**src/isw_pkg.sv**
```systemverilog
// impedance sweep sequencer: shared constants, types and helpers
// assumes a byte-wide register port and one 10 MHz system clock
package isw_pkg;

  // ==========================================================
  // register map (byte addresses)
  localparam logic [7:0] ADDR_CTRL_HI = 8'h80;
  localparam logic [7:0] ADDR_CTRL_LO = 8'h81;
  localparam logic [7:0] ADDR_STEP_HI = 8'h85;
  localparam logic [7:0] ADDR_STEP_MID = 8'h86;
  localparam logic [7:0] ADDR_STEP_LO = 8'h87;
  localparam logic [7:0] ADDR_COUNT_HI = 8'h88;
  localparam logic [7:0] ADDR_COUNT_LO = 8'h89;
  localparam logic [7:0] ADDR_SETTLE_HI = 8'h8a;
  localparam logic [7:0] ADDR_SETTLE_LO = 8'h8b;
  localparam logic [7:0] ADDR_STATUS = 8'h8f;
  localparam logic [7:0] ADDR_REAL_HI = 8'h94;
  localparam logic [7:0] ADDR_REAL_LO = 8'h95;
  localparam logic [7:0] ADDR_IMAG_HI = 8'h96;
  localparam logic [7:0] ADDR_IMAG_LO = 8'h97;

  // ==========================================================
  // fields, commands and reset values
  localparam int CTRL_RST_BIT = 4;
  localparam int STAT_VALID_BIT = 1;
  localparam int STAT_DONE_BIT = 2;
  localparam logic [15:0] CTRL_RESET = 16'ha000;
  localparam logic [3:0] CMD_INIT = 4'h1;
  localparam logic [3:0] CMD_START = 4'h2;
  localparam logic [3:0] CMD_INCR = 4'h3;
  localparam logic [3:0] CMD_REPEAT = 4'h4;
  localparam logic [1:0] MULT_X2 = 2'h1;
  localparam logic [1:0] MULT_X4 = 2'h3;

  // ==========================================================
  // conversion timing: 1024 samples, one per 16 system clocks
  localparam int SAMPLE_COUNT = 1024;
  localparam int SAMPLE_DIV = 16;
  localparam int SAMPLE_DIV_W = 4;
  localparam int CONV_CYCLES = SAMPLE_COUNT * SAMPLE_DIV;

  typedef enum logic [4:0] {
    ST_IDLE = 5'b00001,
    ST_INIT = 5'b00010,
    ST_SETTLE = 5'b00100,
    ST_CONV = 5'b01000,
    ST_HOLD = 5'b10000
  } isw_state_t;

  // settling cycles times multiplier; the reserved code acts as x1
  function automatic logic [10:0] settle_total(input logic [8:0] n,
                                               input logic [1:0] m);
    logic [10:0] r;
    r = {2'h0, n};
    if (m == MULT_X2) r = {1'h0, n, 1'h0};
    if (m == MULT_X4) r = {n, 2'h0};
    return r;
  endfunction : settle_total

endpackage : isw_pkg

```
**src/isw_sweep_seq.sv**
```systemverilog
// impedance sweep sequencer top: registers, commands, sweep control
// assumes a byte register port on clk, dft results from the datapath
// How it works
// - A 24-bit step word is held over three bytes, high byte first.
// - Step word survives power-up and soft reset unchanged.
// - Point count is 9 bits, upper bits ignored, up to 511.
// - Point count survives power-up and soft reset.
// - Sweep range follows start word, step word and point count.
// - Start, step or repeat waits the settling cycles before converting.
// - Settling count 9 bits with x1, x2, x4 multiplier, max 2044.
// - Settling count and multiplier survive power-up and soft reset.
// - Each point takes 1024 samples then stores real and imaginary.
// - One conversion lasts about 1 ms at 16.777 MHz, scaling with clock.
// - Status bit 1 sets when a point's results are ready.
// - Bit 1 clears on reset, start, step, repeat or soft reset.
// - Status bit 2 sets when the last sweep point finishes.
// - Bit 2 clears on reset, start, soft reset; not on step or repeat.
// - Status bits 0 and 3 to 7 carry nothing and read zero.
// - Real and imaginary are 16-bit two's complement, high byte first.
// - Result registers survive power-up and soft reset.
// - Top control nibble: 0010 start, 0011 step, 0100 repeat.
// - Step command advances frequency, then waits settling, then converts.
// - Repeat command measures the same frequency again.
// - Soft reset aborts; initialize is needed before a new sweep.
`timescale 1ns/1ns
`default_nettype none
module isw_sweep_seq
  import isw_pkg::*;
#(
  parameter int CONV_CYCLES_P = CONV_CYCLES
) (
  input wire logic clk,
  input wire logic srst,
  input wire logic [7:0] bus_addr,
  input wire logic [7:0] bus_wdata,
  input wire logic bus_wr,
  input wire logic bus_rd,
  output logic [7:0] bus_rdata,
  input wire logic exc_clk,
  input wire logic [23:0] start_word,
  input wire logic [15:0] dft_real,
  input wire logic [15:0] dft_imag,
  output logic [26:0] freq_word,
  output logic adc_sample,
  output logic point_valid,
  output logic sweep_done
);

  // ==========================================================
  // command decode
  logic wr_hi;
  logic soft_rst;
  logic cmd_init;
  logic cmd_start;
  logic cmd_incr;
  logic cmd_rep;
  logic go_settle;
  logic settle_done;
  logic done_evt;
  logic [15:0] conv_cnt_q;
  logic [8:0] idx_q;
  isw_state_t state_q;

  assign wr_hi = bus_wr && bus_addr == ADDR_CTRL_HI;
  assign soft_rst = bus_wr && bus_addr == ADDR_CTRL_LO
                    && bus_wdata[CTRL_RST_BIT];
  assign cmd_init = wr_hi && bus_wdata[7:4] == CMD_INIT;
  assign cmd_start = wr_hi && bus_wdata[7:4] == CMD_START;
  assign cmd_incr = wr_hi && bus_wdata[7:4] == CMD_INCR;
  assign cmd_rep = wr_hi && bus_wdata[7:4] == CMD_REPEAT;
  // start acts only after initialize; step and repeat only once a finished point exists
  assign go_settle = !soft_rst
    && ((state_q == ST_INIT && cmd_start)
        || (state_q == ST_HOLD && (cmd_incr || cmd_rep)));
  // an aborted conversion never reports a result
  assign done_evt = state_q == ST_CONV && conv_cnt_q == 16'h0000
                    && !soft_rst;

  // ==========================================================
  // sweep setup registers: step, count and settle have no reset on purpose, values persist
  logic [23:0] step_q;
  logic [8:0] count_q;
  logic [10:0] settle_q;
  logic [15:0] ctrl_q;

  always_ff @(posedge clk) begin
    if (bus_wr) begin
      unique case (bus_addr)
        ADDR_STEP_HI: step_q[23:16] <= bus_wdata;
        ADDR_STEP_MID: step_q[15:8] <= bus_wdata;
        ADDR_STEP_LO: step_q[7:0] <= bus_wdata;
        ADDR_COUNT_HI: count_q[8] <= bus_wdata[0];
        ADDR_COUNT_LO: count_q[7:0] <= bus_wdata;
        ADDR_SETTLE_HI: settle_q[10:8] <= bus_wdata[2:0];
        ADDR_SETTLE_LO: settle_q[7:0] <= bus_wdata;
        default: ;
      endcase
    end
  end

  always_ff @(posedge clk) begin
    if (srst) begin
      ctrl_q <= CTRL_RESET;
    end else if (bus_wr && bus_addr == ADDR_CTRL_HI) begin
      ctrl_q[15:8] <= bus_wdata;
    end else if (bus_wr && bus_addr == ADDR_CTRL_LO) begin
      // reset bit is self-clearing
      ctrl_q[7:0] <= bus_wdata & ~(8'h01 << CTRL_RST_BIT);
    end
  end

  // ==========================================================
  // sequencing state machine
  always_ff @(posedge clk) begin
    if (srst) begin
      state_q <= ST_IDLE;
    end else if (soft_rst) begin
      state_q <= ST_IDLE;
    end else begin
      unique case (state_q)
        ST_IDLE: if (cmd_init) state_q <= ST_INIT;
        ST_INIT: if (go_settle) state_q <= ST_SETTLE;
        ST_SETTLE: if (settle_done) state_q <= ST_CONV;
        ST_CONV: if (done_evt) state_q <= ST_HOLD;
        ST_HOLD: begin
          if (go_settle) begin
            state_q <= ST_SETTLE;
          end else if (cmd_init) begin
            state_q <= ST_INIT;
          end
        end
      endcase
    end
  end

  isw_settle_timer u_settle (
    .clk(clk),
    .srst(srst),
    .exc_clk(exc_clk),
    .start(go_settle),
    .cycles(settle_q[8:0]),
    .mult(settle_q[10:9]),
    .done(settle_done)
  );

  // ==========================================================
  // frequency word and point index
  always_ff @(posedge clk) begin
    if (srst) begin
      freq_word <= 27'h0000000;
      idx_q <= 9'h000;
    end else if (cmd_init && !soft_rst
                 && (state_q == ST_IDLE || state_q == ST_HOLD)) begin
      freq_word <= {3'h0, start_word};
      idx_q <= 9'h000;
    end else if (go_settle && cmd_incr) begin
      freq_word <= freq_word + {3'h0, step_q};
      idx_q <= idx_q + 9'h001;
    end
  end

  // ==========================================================
  // conversion timing and result capture
  always_ff @(posedge clk) begin
    if (srst) begin
      conv_cnt_q <= 16'h0000;
      adc_sample <= 1'b0;
    end else begin
      adc_sample <= 1'b0;
      if (settle_done && state_q == ST_SETTLE && !soft_rst) begin
        conv_cnt_q <= 16'(CONV_CYCLES_P - 1);
      end else if (state_q == ST_CONV && conv_cnt_q != 16'h0000) begin
        conv_cnt_q <= conv_cnt_q - 16'h0001;
      end
      if (state_q == ST_CONV && conv_cnt_q[SAMPLE_DIV_W-1:0] == '0) begin
        adc_sample <= 1'b1;
      end
    end
  end

  logic [15:0] real_q;
  logic [15:0] imag_q;

  // results keep their last value through any reset
  always_ff @(posedge clk) begin
    if (done_evt) begin
      real_q <= dft_real;
      imag_q <= dft_imag;
    end
  end

  // ==========================================================
  // status flags: a finishing point wins over a same-cycle command clear; reset and soft reset win
  always_ff @(posedge clk) begin
    if (srst) begin
      point_valid <= 1'b0;
    end else if (done_evt) begin
      point_valid <= 1'b1;
    end else if (soft_rst || cmd_start || cmd_incr || cmd_rep) begin
      point_valid <= 1'b0;
    end
  end

  always_ff @(posedge clk) begin
    if (srst) begin
      sweep_done <= 1'b0;
    end else if (done_evt && idx_q == count_q) begin
      sweep_done <= 1'b1;
    end else if (soft_rst || cmd_start) begin
      sweep_done <= 1'b0;
    end
  end

  // ==========================================================
  // read path; unmapped addresses read zero
  always_ff @(posedge clk) begin
    if (srst) begin
      bus_rdata <= 8'h00;
    end else if (bus_rd) begin
      unique case (bus_addr)
        ADDR_CTRL_HI: bus_rdata <= ctrl_q[15:8];
        ADDR_CTRL_LO: bus_rdata <= ctrl_q[7:0];
        ADDR_STEP_HI: bus_rdata <= step_q[23:16];
        ADDR_STEP_MID: bus_rdata <= step_q[15:8];
        ADDR_STEP_LO: bus_rdata <= step_q[7:0];
        ADDR_COUNT_HI: bus_rdata <= {7'h00, count_q[8]};
        ADDR_COUNT_LO: bus_rdata <= count_q[7:0];
        ADDR_SETTLE_HI: bus_rdata <= {5'h00, settle_q[10:8]};
        ADDR_SETTLE_LO: bus_rdata <= settle_q[7:0];
        ADDR_STATUS: bus_rdata <= {5'h00, sweep_done, point_valid,
                                   1'b0};
        ADDR_REAL_HI: bus_rdata <= real_q[15:8];
        ADDR_REAL_LO: bus_rdata <= real_q[7:0];
        ADDR_IMAG_HI: bus_rdata <= imag_q[15:8];
        ADDR_IMAG_LO: bus_rdata <= imag_q[7:0];
        default: bus_rdata <= 8'h00;
      endcase
    end
  end
endmodule : isw_sweep_seq
`default_nettype wire

```
**src/isw_settle_timer.sv**
```systemverilog
// settling wait: counts excitation cycles after a sweep command
// assumes exc_clk is the excitation square wave, asynchronous to clk
`timescale 1ns/1ns
`default_nettype none
module isw_settle_timer
  import isw_pkg::*;
(
  input wire logic clk,
  input wire logic srst,
  input wire logic exc_clk,
  input wire logic start,
  input wire logic [8:0] cycles,
  input wire logic [1:0] mult,
  output logic done
);

  // ==========================================================
  // excitation edge detection
  logic exc_meta_q;
  logic exc_sync_q;
  logic exc_prev_q;
  logic exc_rise;

  always_ff @(posedge clk) begin
    exc_meta_q <= exc_clk;
    exc_sync_q <= exc_meta_q;
    exc_prev_q <= exc_sync_q;
  end

  assign exc_rise = exc_sync_q & ~exc_prev_q;

  // ==========================================================
  // cycle counter
  logic active_q;
  logic [10:0] cnt_q;
  logic [10:0] target_q;

  always_ff @(posedge clk) begin
    if (srst) begin
      active_q <= 1'b0;
      cnt_q <= 11'h000;
      target_q <= 11'h000;
      done <= 1'b0;
    end else begin
      done <= 1'b0;
      if (start) begin
        active_q <= 1'b1;
        cnt_q <= 11'h000;
        target_q <= settle_total(cycles, mult);
      end else if (active_q) begin
        if (cnt_q == target_q) begin
          done <= 1'b1;
          active_q <= 1'b0;
        end else if (exc_rise) begin
          cnt_q <= cnt_q + 11'h001;
        end
      end
    end
  end
endmodule : isw_settle_timer
`default_nettype wire

```
**config.mk**
```make
export PLATFORM = sky130hd
export DESIGN_NAME = isw_sweep_seq
export DESIGN_NICKNAME = d
export VERILOG_FILES = /design/src/isw_pkg.sv /design/src/isw_sweep_seq.sv /design/src/isw_settle_timer.sv
export SDC_FILE = /design/constraint.sdc
export NUM_CORES = 1
export LEC_CHECK = 0
export ABC_AREA = 1
export BUFFER_PORTS_ARGS = -buffer_cell sky130_fd_sc_hd__buf_4
export CORE_AREA = 2 2 166 168
export DETAILED_ROUTE_END_ITERATION = 16
export DIE_AREA = 0 0 168 170
export HOLD_SLACK_MARGIN = 0.08
export PLACE_DENSITY = 0.66
export SYNTH_ARGS = -nofsm -noshare
export SYNTH_HDL_FRONTEND = slang
export SYNTH_HIERARCHICAL = 1
export SYNTH_SLANG_ARGS = --single-unit
```
**constraint.sdc**
```tcl
create_clock -name clk -period 8.15 [get_ports clk]
set_clock_uncertainty 0.2 [all_clocks]
set_input_delay 0.4075 -clock clk [delete_from_list [all_inputs] [get_ports clk]]
set_output_delay 0.4075 -clock clk [all_outputs]
set_load 0.01 [all_outputs]
```
# After elaboration in Yosys (flattened, before gate mapping)
# Cells that the tools add are included.
# totals
register_bits	186
input_bits	77
elab_cells	138
# op_classes
add_sub_neg	4
n_eq_ne	30
muxes	22
bitwise_logic	5
n_reduce_logical	49
# ops
operator	count
$eq 8x8->1 const B	14
$pmux 8 s14	1
$mux 24	2
$mux 14	2
$add 27x24->27	1
$mux 5	5
$pmux 5 s5	1
$logic_and 1x1->1	20
$logic_not 16->1	1
$reduce_and 2->1	8
$reduce_bool 16->1	1
$sub 16x1->16 const B	1
$add 11x1->11 const B	1
$eq 11x11->1	1
$mux 11	1
$mux 10	1
$add 9x1->9 const B	1
$eq 9x9->1	1
$mux 1	9
$eq 4x2->1 const B	2
$reduce_bool 2->1	4
$reduce_or 2->1	4
$logic_or 1x1->1	6
$reduce_and 3->1	2
other kinds (16)	20

# Depth between registers and ports, before layout
# Gate-level depths: netlist of run 1.
# depth
word_depth	10
ltp_mapped	15
mapped_depth_nobuf	15

# By module
# The synthesis of run 1 kept the hierarchy.
# modules_own_cells
module	instances	cells_per_inst	area_per_inst_um2
isw_sweep_seq	1	1284	9177.6
isw_settle_timer	1	198	1366.3

# Least setup slack after synthesis of run 1
# Ideal clock, no wire load.
# synth_timing
path_type	input-to-reg
startpoint	in bus_addr[3]
endpoint	reg sweep_done
t_arrival_ns	2.878
required_ns	7.885
slack_ns	5.007
path_stages	11
n_path_buf	0
cell_sequence	clkinv_1 nand2_1 nor2_1 nand2_1 inv_2 nand3_2 nand2_1 nor2_1 inv_1 o21a_1 nor2_1
# synth_via
elab_chain_len	7
# synth_lines
element	line_no	rtl
from (decl)	isw_sweep_seq.sv:34	input wire logic [7:0] bus_addr,
$eq 8x8->1 (*)	isw_sweep_seq.sv:65	assign soft_rst = bus_wr && bus_addr == ADDR_CTRL_LO
$logic_and 1x1->1 (*)	isw_sweep_seq.sv:65	
$logic_and 1x1->1 (*)	isw_sweep_seq.sv:66	&& bus_wdata[CTRL_RST_BIT];
$logic_not 1->1 (*)	isw_sweep_seq.sv:77	&& !soft_rst;
$logic_and 1x1->1 (*)	isw_sweep_seq.sv:77	
net done_evt	isw_sweep_seq.sv:59	logic done_evt;
$logic_and 1x1->1 (*)	isw_sweep_seq.sv:207	end else if (done_evt && idx_q == count_q) begin
$mux 1 / $reduce_bool 2->1 (equally long branches)	n/a	
to (signal assigned)	isw_sweep_seq.sv:206	sweep_done <= 1'b0;
to (signal assigned)	isw_sweep_seq.sv:208	sweep_done <= 1'b1;
to (signal assigned)	isw_sweep_seq.sv:210	sweep_done <= 1'b0;
to (decl)	isw_sweep_seq.sv:46	output logic sweep_done
# The timed path passes the listed nets; every way through them passes the cells marked *.
# A chain may end at the register's enable or synchronous reset.

# Final worst setup path of run 1
# layout_timing
startpoint	in bus_wdata[7]
endpoint	reg freq_word[2]
# layout_via
elab_chain_len	8
# layout_lines
element	line_no	rtl
from (decl)	isw_sweep_seq.sv:35	input wire logic [7:0] bus_wdata,
$eq 4x2->1 / $eq 4x3->1 (equally long branches)	isw_sweep_seq.sv:69, isw_sweep_seq.sv:70	
$logic_and 1x1->1 (on tied branches)	isw_sweep_seq.sv:69, isw_sweep_seq.sv:70	
$logic_or 1x1->1	isw_sweep_seq.sv:74	|| (state_q == ST_HOLD && (cmd_incr || cmd_rep)));
$logic_and 1x1->1	isw_sweep_seq.sv:74	
$logic_or 1x1->1 (*)	isw_sweep_seq.sv:74	
$logic_and 1x1->1 (*)	isw_sweep_seq.sv:73	&& ((state_q == ST_INIT && cmd_start)
net go_settle	isw_sweep_seq.sv:57	logic go_settle;
$logic_and 1x1->1 (*)	isw_sweep_seq.sv:156	end else if (go_settle && cmd_incr) begin
$reduce_bool 2->1 (no source line) (*)	n/a	
to (signal assigned)	isw_sweep_seq.sv:154	freq_word <= {3'h0, start_word};
to (signal assigned)	isw_sweep_seq.sv:157	freq_word <= freq_word + {3'h0, step_q};
to (decl)	isw_sweep_seq.sv:43	output logic [26:0] freq_word,
# Marks and branches as above.

==> qor.txt, run 1 <==
CTS H-tree depth: 4
GRT met1 Usage: 0.2975
Routed WL: 31520 µm
RSZ-0062 raised after global routing: false
Post-synth top flop: dfxtp_1
Arrival @ worst endpoint: 3230 ps
Fillers: 2602
Post-synthesis sequential area ratio: 0.4253
Worst path required time: 8290 ps
1st-iter DRT viols: 708
Share of cells above drive strength 1: 0.1141
Top-count cell post-synth: nand2_1
CTS tree: built
Final period util: 0.3791
Initial antenna violation count: 0
Routing usage on met2: 0.3823
Row Count: 60
Worst r2r src: state_q[2]
Setup Buffers After CTS: 0
GP Congestion: 0.9209
Top cell type's share of synthesized area: 0.2164
Peak supply drop: 0.1210 mV
MaxCap Viol Count: 0
Vias per inst: 5.084
Area Overhead vs Synth: 20.48%
Starting Density: 0.3956
Grt met3 use: 0.03419
Net Count, Synth: 1588
# diodes: 0
Via count: 10110
Post-synth top area cell: edfxtp_1
Synth cell count leaders: nand2_1, nor2_1, inv_1
Endpoints failing setup: 0
PwrDens: 148.7 mW/mm²
Final Hold Vio Count: 0
Fmax achieved: 323.7 MHz
DIE AREA: 0.02856 mm²
Overall power: 0.001889 W
Core Footprint: 0.02665 mm²
Post-synthesis instance total: 1482
Drt pass-1 iters: 5
Worst rel slew slack: 0.2495
Root Buffer: clkbuf_16
Startpoint Class: primary input
IO Port Bufs: 114
Critical path class: in -> reg
First-pass GRT wire length: 50470 µm
Placed cell areas: 0.01173 mm²
CTS Sinks: 186
HPWL Detailed: 23780 µm
Post-synthesis instance area: 0.01054 mm²
Final core utilization: 0.4767
Cts bufs inserted: 17
Area contributors post-synth: edfxtp_1, dfxtp_1, nand2_1
Synth unique cells: 43
Nets@finish: 1740
Worst-path clk slew: 80 ps
Global route total overflow: 0
Num ports: 115
Worst-Margin Slew: 1117 ps
Crit path capture type: flop
Most frequent CP cell: nand2_1
Drt drc: 0
Longest Clk Path Bufs: 2
Largest fanout on the critical path: 15
Hold Path Origin: start_word[0]
Die span in y: 170 µm
Largest net degree at the start of global routing: 49
Die W: 168 µm
GRT Util Overall: 0.2249
Slowest-stage cell, CP: dlygate4sd3_1
Vias in the first global route: 9602
Grt peak-use layer: met2
CTS resizes: 0
Synth warn: 6
CP startpoint: bus_wdata[7]
Routed wire per std cell: 15.85 µm
Worst Hold Class: in -> reg
Final Max Slew Viols: 0
Leak: 5.930 nW
Clock latency on the worst-skew pair: 440 ps
Crit path largest cell delay: 540 ps
Post-Route Setup TNS: 0 ps
CP Cell Sequence: dlygate4sd3_1, buf_4, nor2_2, nand2_1, nor2_4, inv_2, o21ai_2, nand3_1, nand2_1, nand2_1, o21ai_0, nor2_1
Synth Register Bits: 186
Post-synth EDFFs: 76
Syn Area/Cell: 7.115 µm²
Min Tclk post-route: 3090 ps
Status: finished clean
Hold buffers post-CTS: 40
Antenna Nets Post-Route: 0
Async SR Flop Fraction: 0
Final instance area: 0.01270 mm²
==> layout make-up <==
type / count / area (µm²) / area share
clock buffers: 18 / 429.2 / 0.03378
clock inverters: 14 / 147.6 / 0.01162
inverters: 195 / 732.0 / 0.05762
multi-input cells: 1077 / 5205 / 0.4097
flip-flops and latches: 186 / 4484 / 0.3530
well taps: 341 / 426.7 / 0.03359
repair buffers: 157 / 1279 / 0.1007
==> sequential cells by signal, indices dropped and copies added, names as in the netlist <==
register	flops
freq_word	27
step_q	24
conv_cnt_q	16
imag_q	16
real_q	16
ctrl_q	15
settle_q	11
u_settle/cnt_q	11
u_settle/target_q	11
count_q	9
idx_q	9
bus_rdata	8
state_q	5
adc_sample	1
point_valid	1
sweep_done	1
u_settle/active_q	1
u_settle/done	1
u_settle/exc_meta_q	1
u_settle/exc_prev_q	1
u_settle/exc_sync_q	1
==> report_power, final <==
part | switching, W | internal (W) | leakage (nW) | total (W)
Sequential | 0.00000103 | 0.000968 | 1.57 | 0.000969
Combinational | 0.0000479 | 0.0000432 | 4.08 | 0.0000911
Clock | 0.000416 | 0.000413 | 0.286 | 0.000829
==> metal layers <==
metal	up-vias	routed length, µm
met5	-	0
met4	0	656
met3	49	1960
met2	337	14720
met1	4618	14180
li1	5103	-
==> final timing paths <==
check / end / slack (ps) / cells past startpoint
worst max-delay path: freq_word[2] / 5060 / 12
worst min register to register: u_settle/exc_sync_q / 140 / 0
worst max register to register: freq_word[18] / 5480 / 8
worst min-delay path: freq_word[0] / 90 / 5
==> logic make-up (layout without fill, tap and decap cells) <==
| kind of cell | after synthesis | after routing | synth area share |
|---|---|---|---|
| xor gates and xnor gates | 40 | 40 | 0.03323 |
| buffers and inverters | 219 | 384 | 0.08129 |
| DFF | 186 | 186 | 0.4253 |
| adders and majority gates | 29 | 29 | 0.03513 |
| and+or+nand+nor | 839 | 839 | 0.3380 |
| AOI/OAI and AO/OA | 169 | 169 | 0.08710 |
==> critical path, delay by kind of cell <==
family,cells,cell delay (ps)
AOI/OAI and AO/OA,2,430
buffers and inverters,3,790
and+or+nand+nor,7,1570
==> cells in the final DEF, fill, tap and decap left out, types with 3 or more instances in the layout <==
master | synthesis | final
inv_1 | 176 | 176
or2_2 | 3 | 3
nand3b_1 | 13 | 13
a21oi_1 | 96 | 96
nor4_1 | 3 | 3
buf_4 | 3 | 117
clkbuf_16 | 0 | 17
inv_2 | 11 | 11
clkinv_4 | 0 | 3
dfxtp_1 | 110 | 110
dlygate4sd3_1 | 0 | 40
nor2_1 | 186 | 185
a221oi_1 | 7 | 7
nand3_2 | 4 | 4
nand2_1 | 446 | 446
nor3_1 | 22 | 22
edfxtp_1 | 76 | 76
o21bai_1 | 5 | 5
clkinv_1 | 8 | 8
nand3_1 | 118 | 118
nand4_1 | 24 | 24
ha_1 | 28 | 28
o21ai_1 | 5 | 5
xor2_1 | 28 | 28
a31oi_1 | 4 | 4
xnor2_1 | 12 | 12
o21ai_0 | 42 | 42
nand2_2 | 5 | 5
nor2_2 | 9 | 10
inv_8 | 0 | 5
inv_6 | 0 | 3
==> per-stage QoR <==
stage	worst slack (ps)	instances	hold slack, ps
after floorplan	5007	1482	109.6
final	5060	1988	93.67
after global routing	4854	1988	87.73
after detailed placement	5108	1916	119.6
after CTS	5079	1988	88.01
after global placement	5206	1916	110.6
Power figures use the tool's default switching activity.
==> run 2: changes to the inputs <==
- clock period: 8.15 -> 2.99 ns (I/O delays scaled with it)
==> run 2 against run 1 <==
Effect of this change: worst setup slack lost 4700 ps; final area grew 3.0%; global-route usage shrank 0.28 points; worst hold slack gained 20 ps; sequential cell count is the same; clock power grew to 2.9 times the previous value; power grew to 2.8 times the previous value; clock-buffer cell count shrank 1.
==> qor.txt, run 2 (synthesis gave the netlist of run 1 again) <==
Status: finished clean
Slowest-stage cell, CP: nor2_1
Initial antenna violation count: 0
Drt pass-1 iters: 8
Nets@finish: 1777
RSZ-0062 raised after global routing: false
Pre-CTS WS: 430.1 ps
Leak: 6.093 nW
Min Tclk post-route: 2621 ps
IO Port Bufs: 114
Most frequent cells in the layout: nand2_1, nor2_1, inv_1
DIE AREA: 0.02856 mm²
P_int: 0.004049 W
Largest net degree at the start of global routing: 34
GRT Util Overall: 0.2221
Placed cell areas: 0.01178 mm²
HPWL Detailed: 23420 µm
Largest Register: freq_word
Sw Ratio: 0.2354
Global route total overflow: 0
Area Overhead vs Synth: 24.07%
Max reg flops: 27
Setup Buffers After CTS: 0
Root Buffer: clkbuf_16
1st-iter DRT viols: 876
# diodes: 0
Worst Hold Class: in -> reg
Worst rel slew slack: 0.3242
Fillers: 2574
Share of cells above drive strength 1: 0.1164
Final Max Slew Viols: 0
Most common cell after layout, fill and taps aside: nand2_1
CTS Sinks: 186
CTS resizes: 0
Clock latency on the worst-skew pair: 440 ps
Drt drc: 0
Largest registers: freq_word: 27 flops, step_q: 24 flops
Routed wire per std cell: 15.56 µm
Final period util: 0.8766
Via count: 10240
PwrDens: 404.8 mW/mm²
Vias in the first global route: 9652
Worst-Margin Slew: 1010 ps
Layout Cells excl Fill: 2025
Switching power total: 0.001246 W
Largest fanout on the critical path: 14
CP Cell Sequence: dlygate4sd3_1, buf_4, nor2_2, nand2_1, nor2_4, inv_2, o21ai_2, nand3_1, nand2_1, buf_4, nor2_1, nand2_1, nor2_1
Die span in y: 170 µm
MaxCap Viol Count: 0
Worst-path clk slew: 80 ps
Core Footprint: 0.02665 mm²
Crit path capture type: flop
GRT met1 Usage: 0.2963
Routing usage on met2: 0.3719
Antenna Nets Post-Route: 0
Cells after DPL: 1923
Grt met3 use: 0.03442
Clock share of power: 0.448
Routed WL: 31500 µm
Longest Clk Path Bufs: 2
Fmax achieved: 381.5 MHz
Cts bufs inserted: 17
Comb power frac: 0.053
Most frequent CP cell: nand2_1
Vias per inst: 5.058
Peak supply drop: 0.2731 mV
Final Hold Vio Count: 0
Row Count: 60
Crit path largest cell delay: 780 ps
Arrival @ worst endpoint: 2790 ps
Startpoint Class: primary input
Worst path required time: 3160 ps
Final core utilization: 0.4908
CTS tree: built
Starting Density: 0.3956
Num ports: 115
Die W: 168 µm
Final worst slack: 368.9 ps
GP Congestion: 0.9168
Endpoints failing setup: 0
Critical path class: in -> reg
Sequential share of power: 0.499
First-pass GRT wire length: 50140 µm
Post-Route Setup TNS: 0 ps
CTS H-tree depth: 4
Grt peak-use layer: met2
Hold buffers post-CTS: 70
Final instance area: 0.01308 mm²
run 2: cell types whose count changed in the layout (fill, tap and decap cells not counted), sizes merged:
cell         delta
clkinvlp        +3
buf             +7
inv             -2
clkbuf          -1
dlygate4sd3    +30
bufinv          +2
clkinv          -2
run 2: worst paths after layout:
path	from	endpoint	cells past startpoint	slack, ps
setup / recovery	bus_wdata[7]	u_settle/cnt_q[9]	13	370
hold / removal	bus_addr[2]	count_q[8]	4	110
setup reg to reg	state_q[4]	u_settle/cnt_q[9]	9	490
hold reg to reg	u_settle/exc_meta_q	u_settle/exc_sync_q	0	130
run 2: critical path: cells and delay by family:
family | cells | cell delay, ps
buf+inv | 4 | 990
compound gates | 1 | 80
simple gates | 8 | 1540
run 2: final cells by class:
class	instances	area, µm²	area share
Clock buffer	17	425.4	0.03252
Clock inverter	15	176.4	0.01349
Inverter	195	732.0	0.05595
Multi-Input combinational cell	1077	5205	0.3979
Sequential cell	186	4484	0.3428
Tap cell	341	426.7	0.03262
Timing Repair Buffer	194	1632	0.1247
run 2: metal layers:
metal | up-vias | routed length [µm]
met5 | - | 0
met4 | 0 | 692
met3 | 46 | 2175
met2 | 386 | 14450
met1 | 4630 | 14190
li1 | 5180 | -
run 2: per-stage QoR:
stage / power (W) / hold slack (ps)
2_1_floorplan: 0.002774 / -22.78
3_3_place_gp: 0.002904 / 55.61
3_5_place_dp: 0.002904 / 57.08
4_1_cts: 0.005320 / 88.81
5_1_grt: 0.005445 / 120.5
6_report: 0.005295 / 114.0
run 2: power by group through the flow:
stage / combinational, W / sequential, W / clock, W
3_5_place_dp: 0.000204 / 0.00270 / 0
5_1_grt: 0.000303 / 0.00264 / 0.00250
3_3_place_gp: 0.000204 / 0.00270 / 0
4_1_cts: 0.000278 / 0.00264 / 0.00240
2_1_floorplan: 0.0000746 / 0.00270 / 0
6_report: 0.000281 / 0.00264 / 0.00237
